--- config.mk ---
export PLATFORM = sky130hd
export DESIGN_NAME = mac_unit
export DESIGN_NICKNAME = d
export VERILOG_FILES = /design/src/mac_pkg.sv /design/src/mac_unit.sv
export VERILOG_INCLUDE_DIRS = /design/src
export SDC_FILE = /design/constraint.sdc
export NUM_CORES = 1
export LEC_CHECK = 0
export BUFFER_PORTS_ARGS = -buffer_cell sky130_fd_sc_hd__buf_2
export CORE_ASPECT_RATIO = 1.4
export CORE_MARGIN = 3
export CORE_UTILIZATION = 30
export CTS_BUF_LIST = sky130_fd_sc_hd__clkbuf_8
export DETAILED_ROUTE_END_ITERATION = 10
export HOLD_SLACK_MARGIN = 0.1
export SYNTH_ARGS = -nofsm -noshare
export SYNTH_HDL_FRONTEND = slang
export SYNTH_SLANG_ARGS = --single-unit
--- constraint.sdc ---
create_clock -name clk_i -period 18.9 [get_ports clk_i]
set_clock_uncertainty 0.2 [all_clocks]
set_input_delay 0.945 -clock clk_i [delete_from_list [all_inputs] [get_ports clk_i]]
set_output_delay 0.945 -clock clk_i [all_outputs]
set_load 0.02 [all_outputs]
--- src/mac_defines.svh ---
// constants for the multiply-accumulate unit
`ifndef MAC_DEFINES_SVH
`define MAC_DEFINES_SVH
`define MAC_ACC_RST 48'h0000_0000_0000
`define MAC_WORD_RST 16'h0000
`define MAC_OPC_ACC_MIXED 16'hBE16
`define MAC_OPC_ACC_SIGNED 16'hB017
`define MAC_OPC_ACC_UNSIGNED 16'hB016
`define MAC_OPC_PROD_MIXED 16'hB013
`define MAC_OPC_PROD_SIGNED 16'hB097
`define MAC_OPC_PROD_UNSIGNED 16'hB096
`define MAC_OPC_PROD_SUB 16'hBE96
`define MAC_OPC_RD_EXT 16'hBE12
`define MAC_OPC_WR_EXT 16'hBE92
`define MAC_OPC_LEADING_ZERO_NORMALISE 16'hB00F
`define MAC_OPC_RSHIFT 16'hB011
`define MAC_OPC_STREAM_BUS 16'hB092
`define MAC_OPC_STREAM_STK 16'hB012
`define MAC_OPC_RD_MID 16'hBE17
`define MAC_OPC_RD_LOW 16'hBE16
`define MAC_OPC_FETCH 16'hE842
// return bit and interrupt bit masked out of selection
`define MAC_OPC_MASK 16'hFEDF
`define MAC_OPC_FETCH_MASK 16'hFFE0
`endif

--- src/mac_pkg.sv ---
// types for the multiply-accumulate unit
package mac_pkg;
	typedef enum logic [3:0] {
		MAC_NOP = 4'h0,
		MAC_ACC_MIXED = 4'h1,
		MAC_ACC_SIGNED = 4'h2,
		MAC_ACC_UNSIGNED = 4'h3,
		MAC_PROD_MIXED = 4'h4,
		MAC_PROD_SIGNED = 4'h5,
		MAC_PROD_UNSIGNED = 4'h6,
		MAC_PROD_SUB = 4'h7,
		MAC_RD_EXT = 4'h8,
		MAC_WR_EXT = 4'h9,
		MAC_LEADING_ZERO_NORMALISE = 4'hA,
		MAC_RSHIFT = 4'hB,
		MAC_STREAM = 4'hC,
		MAC_RD_MID = 4'hD,
		MAC_RD_LOW = 4'hE,
		MAC_FETCH = 4'hF
	} mac_cmd_e;
	typedef enum logic [1:0] {
		MAC_IDLE = 2'b00,
		MAC_ARMED = 2'b01,
		MAC_STREAMING = 2'b10
	} mac_state_e;
endpackage

--- src/mac_unit.sv ---
// single-cycle 16x16 multiply-accumulate unit with 48-bit accumulator
`timescale 1ns/1ps
`include "mac_defines.svh"

module mac_unit (
	input wire logic clk_i,
	input wire logic rst_n_i,
	input wire logic exec_i,
	input wire logic [15:0] opcode_i,
	input wire logic [15:0] top_i,
	input wire logic [15:0] next_i,
	input wire logic [15:0] stream_data_i,
	output logic [15:0] acc_ext_word_o,
	output logic [15:0] acc_mid_word_o,
	output logic [15:0] acc_low_word_o,
	output logic stack_push_o,
	output logic stack_pop_o,
	output logic [15:0] stack_top_o,
	output logic stack_top_we_o,
	output logic stream_active_o,
	output logic stream_from_bus_o,
	output logic int_hold_o
);

	// return bit (5) and interrupt bit (8) are don't-care for every command but fetch, whose match keeps both bits
	function automatic mac_pkg::mac_cmd_e decode(input logic [15:0] op);
		logic [15:0] m;
		m = op & `MAC_OPC_MASK;
		if ((op & `MAC_OPC_FETCH_MASK) == (`MAC_OPC_FETCH & `MAC_OPC_FETCH_MASK))
			decode = mac_pkg::MAC_FETCH;
		else if (m == (`MAC_OPC_ACC_MIXED & `MAC_OPC_MASK))
			decode = mac_pkg::MAC_ACC_MIXED;
		else if (m == (`MAC_OPC_ACC_SIGNED & `MAC_OPC_MASK))
			decode = mac_pkg::MAC_ACC_SIGNED;
		else if (m == (`MAC_OPC_ACC_UNSIGNED & `MAC_OPC_MASK))
			decode = mac_pkg::MAC_ACC_UNSIGNED;
		else if (m == (`MAC_OPC_PROD_MIXED & `MAC_OPC_MASK))
			decode = mac_pkg::MAC_PROD_MIXED;
		else if (m == (`MAC_OPC_PROD_SIGNED & `MAC_OPC_MASK))
			decode = mac_pkg::MAC_PROD_SIGNED;
		else if (m == (`MAC_OPC_PROD_UNSIGNED & `MAC_OPC_MASK))
			decode = mac_pkg::MAC_PROD_UNSIGNED;
		else if (m == (`MAC_OPC_PROD_SUB & `MAC_OPC_MASK))
			decode = mac_pkg::MAC_PROD_SUB;
		else if (m == (`MAC_OPC_RD_EXT & `MAC_OPC_MASK))
			decode = mac_pkg::MAC_RD_EXT;
		else if (m == (`MAC_OPC_WR_EXT & `MAC_OPC_MASK))
			decode = mac_pkg::MAC_WR_EXT;
		else if (m == (`MAC_OPC_LEADING_ZERO_NORMALISE & `MAC_OPC_MASK))
			decode = mac_pkg::MAC_LEADING_ZERO_NORMALISE;
		else if (m == (`MAC_OPC_RSHIFT & `MAC_OPC_MASK))
			decode = mac_pkg::MAC_RSHIFT;
		else if (m == (`MAC_OPC_STREAM_BUS & `MAC_OPC_MASK))
			decode = mac_pkg::MAC_STREAM;
		else if (m == (`MAC_OPC_RD_MID & `MAC_OPC_MASK))
			decode = mac_pkg::MAC_RD_MID;
		else
			decode = mac_pkg::MAC_NOP;
	endfunction

	// 17-bit signed operands cover all three sign modes
	function automatic logic [47:0] product(input logic [15:0] a, input logic [15:0] b,
		input logic a_signed, input logic b_signed);
		logic signed [16:0] sa;
		logic signed [16:0] sb;
		logic signed [33:0] p;
		sa = {a_signed & a[15], a};
		sb = {b_signed & b[15], b};
		p = sa * sb;
		product = {{14{p[33]}}, p};
	endfunction

	// accumulator and streamed-state flops
	logic [47:0] acc;
	logic [47:0] next_acc;
	mac_pkg::mac_state_e state;
	mac_pkg::mac_state_e next_state;
	logic from_bus;
	logic next_from_bus;
	logic [15:0] pipe;
	logic [15:0] next_pipe;

	// stack strobes and interrupt hold are one-cycle pulses; the stack top value keeps its value
	logic push;
	logic next_push;
	logic pop;
	logic next_pop;
	logic [15:0] tout;
	logic [15:0] next_tout;
	logic twe;
	logic next_twe;
	logic hold;
	logic next_hold;

	// decode and normalise datapath
	mac_pkg::mac_cmd_e cmd;
	logic [31:0] dword;
	logic [4:0] lz;
	logic [31:0] shifted;
	logic lz_found;

	// shared multiplier operands and its sign-extended result
	logic [15:0] mul_a;
	logic [15:0] mul_b;
	logic mul_a_signed;
	logic mul_b_signed;
	logic [47:0] prod_ext;

	assign cmd = exec_i ? decode(opcode_i) : mac_pkg::MAC_NOP;
	assign dword = {top_i, next_i};

	// one array for every command: area of a single 17x17 multiplier for an operand mux
	always_comb begin
		mul_a = top_i;
		mul_b = next_i;
		mul_a_signed = 1'b1;
		mul_b_signed = 1'b1;
		if (cmd == mac_pkg::MAC_FETCH) begin
			// streamed fetch multiplies next by the pipelined source word
			mul_a = next_i;
			mul_b = pipe;
		end else if (cmd == mac_pkg::MAC_ACC_UNSIGNED
			|| cmd == mac_pkg::MAC_PROD_UNSIGNED) begin
			mul_a_signed = 1'b0;
			mul_b_signed = 1'b0;
		end else if (cmd == mac_pkg::MAC_ACC_MIXED
			|| cmd == mac_pkg::MAC_PROD_MIXED) begin
			// top keeps its sign, next is taken as unsigned
			mul_b_signed = 1'b0;
		end
	end

	assign prod_ext = product(mul_a, mul_b, mul_a_signed, mul_b_signed);

	always_comb begin
		lz = 5'h00;
		lz_found = 1'b0;
		for (int i = 31; i >= 0; i--) begin
			if (!lz_found && dword[i]) begin
				lz_found = 1'b1;
				lz = 5'(31 - i);
			end
		end
		// all-zero operand: count saturates at 31, value stays zero
		if (!lz_found)
			lz = 5'h1F;
		shifted = dword << lz;
	end

	always_comb begin
		next_acc = acc;
		next_state = state;
		next_from_bus = from_bus;
		next_pipe = stream_data_i;
		next_push = 1'b0;
		next_pop = 1'b0;
		next_tout = tout;
		next_twe = 1'b0;
		next_hold = 1'b0;
		// streamed state lasts until the first non-fetch instruction
		unique case (state)
			mac_pkg::MAC_IDLE: begin
			end
			mac_pkg::MAC_ARMED: begin
				// whatever follows setup is the count instruction; it opens the stream
				if (exec_i)
					next_state = mac_pkg::MAC_STREAMING;
			end
			mac_pkg::MAC_STREAMING: begin
				if (exec_i && cmd != mac_pkg::MAC_FETCH)
					next_state = mac_pkg::MAC_IDLE;
			end
			// unused code 2'b11 falls back to idle
			default:
				next_state = mac_pkg::MAC_IDLE;
		endcase
		unique case (cmd)
			mac_pkg::MAC_NOP: begin
			end
			mac_pkg::MAC_ACC_MIXED:
				next_acc = acc + prod_ext;
			mac_pkg::MAC_ACC_SIGNED:
				next_acc = acc + prod_ext;
			mac_pkg::MAC_ACC_UNSIGNED:
				next_acc = acc + prod_ext;
			mac_pkg::MAC_PROD_MIXED: begin
				next_acc = {acc[47:32], prod_ext[31:0]};
				next_hold = 1'b1;
			end
			mac_pkg::MAC_PROD_SIGNED: begin
				next_acc = {acc[47:32], prod_ext[31:0]};
				next_hold = 1'b1;
			end
			mac_pkg::MAC_PROD_UNSIGNED: begin
				next_acc = {acc[47:32], prod_ext[31:0]};
				next_hold = 1'b1;
			end
			mac_pkg::MAC_PROD_SUB:
				next_acc = acc - prod_ext;
			mac_pkg::MAC_RD_EXT: begin
				next_tout = acc[47:32];
				next_twe = 1'b1;
				next_push = 1'b1;
			end
			mac_pkg::MAC_WR_EXT: begin
				next_acc = {top_i, acc[31:0]};
				next_pop = 1'b1;
			end
			mac_pkg::MAC_LEADING_ZERO_NORMALISE:
				next_acc = {11'h000, lz, shifted};
			mac_pkg::MAC_RSHIFT:
				next_acc = {{16{acc[47]}}, acc[47:16]};
			mac_pkg::MAC_STREAM: begin
				next_state = mac_pkg::MAC_ARMED;
				next_from_bus = opcode_i[7];
				next_hold = 1'b1;
			end
			mac_pkg::MAC_RD_MID: begin
				// low-word read shares its code point with mixed accumulate
				next_tout = acc[31:16];
				next_twe = 1'b1;
				next_hold = 1'b1;
			end
			mac_pkg::MAC_RD_LOW: begin
				// unreachable while mixed accumulate owns the shared code point
				next_tout = acc[15:0];
				next_twe = 1'b1;
			end
			mac_pkg::MAC_FETCH: begin
				if (state == mac_pkg::MAC_STREAMING)
					next_acc = acc + prod_ext;
			end
		endcase
	end

	always_ff @(posedge clk_i or negedge rst_n_i) begin
		if (!rst_n_i) begin
			acc <= `MAC_ACC_RST;
			state <= mac_pkg::MAC_IDLE;
			from_bus <= 1'b0;
			pipe <= `MAC_WORD_RST;
			push <= 1'b0;
			pop <= 1'b0;
			tout <= `MAC_WORD_RST;
			twe <= 1'b0;
			hold <= 1'b0;
		end else begin
			acc <= next_acc;
			state <= next_state;
			from_bus <= next_from_bus;
			pipe <= next_pipe;
			push <= next_push;
			pop <= next_pop;
			tout <= next_tout;
			twe <= next_twe;
			hold <= next_hold;
		end
	end

	// port copies of the accumulator, loaded from the same next value so they
	// never lag the internal register
	always_ff @(posedge clk_i or negedge rst_n_i) begin
		if (!rst_n_i) begin
			acc_ext_word_o <= `MAC_WORD_RST;
			acc_mid_word_o <= `MAC_WORD_RST;
			acc_low_word_o <= `MAC_WORD_RST;
			stream_active_o <= 1'b0;
		end else begin
			acc_ext_word_o <= next_acc[47:32];
			acc_mid_word_o <= next_acc[31:16];
			acc_low_word_o <= next_acc[15:0];
			stream_active_o <= (next_state == mac_pkg::MAC_STREAMING);
		end
	end

	// strobes last one cycle; int_hold_o trails its instruction by one edge
	assign stack_push_o = push;
	assign stack_pop_o = pop;
	assign stack_top_o = tout;
	assign stack_top_we_o = twe;
	assign stream_from_bus_o = from_bus;
	assign int_hold_o = hold;

endmodule

==> summary.txt <==
Worst setup path
  • R2R Setup Slk: 8.00 ns
  • CP Launch Type: input port
  • CP Launch Point: opcode_i[7]
  • Slowest cell on the critical path: a21oi_1
  • Worst Reg-to-Reg Cells: 33
  • Req. time, crit path: 19.03 ns
  • Reg-to-Reg Start: pipe[5]$_DFF_PN0_
  • Worst-path fanout max: 47
  • CP dominant cell by count: fa_1
  • CP endpoint kind: flip-flop
  • CP max stage delay: around 0.83 ns
  • Critical path arrival: 14.20 ns
  • CP Class: input port to flip-flop

GRT
  • Initial antenna violation count: 9
  • Vias in the first global route: 23809
  • First-pass GRT wire length: approximately 150 mm
  • GRT overflow: 0
  • Largest net degree at the start of global routing: 48
  • Total Routing Usage GR: 0.240

Hold path
  • Worst-case hold path end point: stream_from_bus_o$_DFFE_PN0P_
  • Worst Hold Class: flip-flop to flip-flop
  • Hold Startpoint: stream_from_bus_o$_DFFE_PN0P_
  • Hold Crit Depth: 1

Flow run
  • Max_cap viols: 0

STA
  • Final Hold Viols: 0
  • Setup ws final: slightly below 5 ns
  • Final setup violation count: 0
  • Total Negative Setup Slacks: 0 ns
  • Final period util: 0.745
  • RSZ-0062 raised after global routing: false
  • Tmin final: 14.07 ns
  • Highest Clock Rate: just over 0.07 GHz
  • Final Max Slew Viols: 0
  • Slew @ Worst Pin: approximately 1.3 ns
  • Slew margin rel.: 0.121

Clocking
  • CTS tree: yes
  • CTS Sinks: 88
  • Total CTS buffers: 9
  • Clk slew on worst S/H paths: ~0.11 ns
  • Clock Tree Buf Depth: 2
  • Post-CTS sizing: 0
  • H-tree depth: 3
  • Clk_lat worst skew: between 0.4 and 0.5 ns
  • Root Driver: clkbuf_8
  • Post-CTS Setup Repair Bufs: 0
  • Hold_buf cts: 0

Routing
  • Met1 Routed Length: ~37 mm
  • Initial drt markers: approximately 2200
  • Routed vias/inst: between 5 and 6
  • DRC viols: 0
  • Via count: about 23000
  • Uppermost layer routed: met5
  • DRT Wirelength: approximately 100 mm
  • Wirelength per Cell: around 25 um
  • Met2 Routed Length: around 47 mm
  • Antenna viol nets, final: 0
  • Met3 wire len: approximately 7 mm
  • Initial DRT Pass Iterations: 8

Synth
  • Yosys top cell by area: fa_1
  • Ys async rst share: 1.00
  • Top cell type's share of synthesized area: 0.252
  • Syn Nets: about 3500
  • Avg Cell Area, Syn: approximately 8 um^2
  • Sequential-to-total area share from yosys stat: 0.0930
  • Post-synth EDFFs: 0
  • Synth Register Bits: just under 90
  • Yosys warns: 0
  • Syn Inst Count: slightly below 3000
  • Yosys cell types: ~110
  • Main synth FF type: dfrtp_1
  • Synth area leaders: fa_1, ha_1, dfrtp_1
  • Netlist Area Pre-Place: approximately 24000 um^2

Place
  • IO Port Bufs: between 100 and 150
  • RePlAce Congestion: around 1.1
  • Post-DP HPWL: about 80 mm
  • Dpl ws: around 4.7 ns
  • Placed Area: roughly 25000 um^2

Die
  • Row count: between 100 and 150
  • Starting Density: 0.304
  • Die W: 243 um
  • Total die area: 82300 um^2
  • Io pins: about 140
  • Die extent in y: between 300 and 400 um
  • Core ar.: just under 80000 um^2

Cells and area
  • Share of cells above drive strength 1: 0.0847
  • Final nets: around 3600
  • Filler cells: 8410
  • Synthesis-to-layout area growth: 7.57%
  • Commonest non-fill, non-tap cell in the layout: inv_1
  • Most frequent cells in the layout: inv_1, nor2_1, fa_1
  • Post-Layout Inst Area: 25500 um^2

Run status
  • Outcome: finished, final reports clean
cells in the mapped netlist, types with 50 or more instances:
cell,instances
inv_1,405
nor2_1,356
fa_1,298
nand2_1,291
a21oi_1,211
ha_1,181
o21ai_0,96
clkbuf_1,91
mux2i_1,90
dfrtp_1,88
a21o_1,60
nor3_1,52
xnor2_1,50
worst max path at each step:
stage                endpoint  slack [ns]  cells after the start
floorplan           flip-flop        7.18                     41
global placement    flip-flop        4.58                     40
detailed placement  flip-flop        4.65                     40
CTS                 flip-flop        5.11                     40
global route        flip-flop        4.17                     36
finish              flip-flop        4.83                     36
through the flow:
| step | hold slack [ns] | utilization | instances |
|---|---|---|---|
| after floorplan | 0.345 | - | 2964 |
| after global placement | 0.264 | 0.324 | 4041 |
| after detailed placement | 0.266 | 0.324 | 4041 |
| after CTS | 0.294 | 0.326 | 4056 |
| after global routing | 0.333 | 0.326 | 4057 |
| final | 0.293 | 0.327 | 4060 |
logic make-up (layout without fill, tap and decap cells):
logic type,count (synthesis),count (layout),share of synthesized area
simple gates,948,948,0.186
compound gates,744,744,0.215
buf+inv,548,595,0.0940
fa+ha+maj,479,479,0.348
mux,94,94,0.0403
flops,88,88,0.0930
xor+xnor,63,63,0.0233
other cells,0,4,0
layer usage:
layer	vias to the layer above	global-route usage
met5	-	0
met4	8	0.179
met3	373	0.0412
met2	1169	0.398
met1	11449	0.277
li1	10201	-
critical path: cells and delay by family:
kind | cells | cell delay, ns
buffers and inverters | 6 | 1.28
AO/OA/AOI/OAI | 12 | 4.69
AND/OR/NAND/NOR | 9 | 2.40
XOR/XNOR | 1 | 0.77
adder cells (fa/ha/maj) | 8 | 4.01
cell type report:
type	instances	area, um^2	area share
Inverter	406	1520	0.0599
Multi-Input combinational cell	2328	19300	0.757
Timing Repair Buffer	174	968	0.0380
Clock buffer	9	124	0.00487
Clock inverter	6	45.0	0.00177
Antenna cell	4	10.0	0.000393
Tap cell	1045	1310	0.0514
Sequential cell	88	2200	0.0865
Power is left out: the tool's default activity adds up to more than one toggle a clock period on the data nets, which glitch-free logic cannot reach.
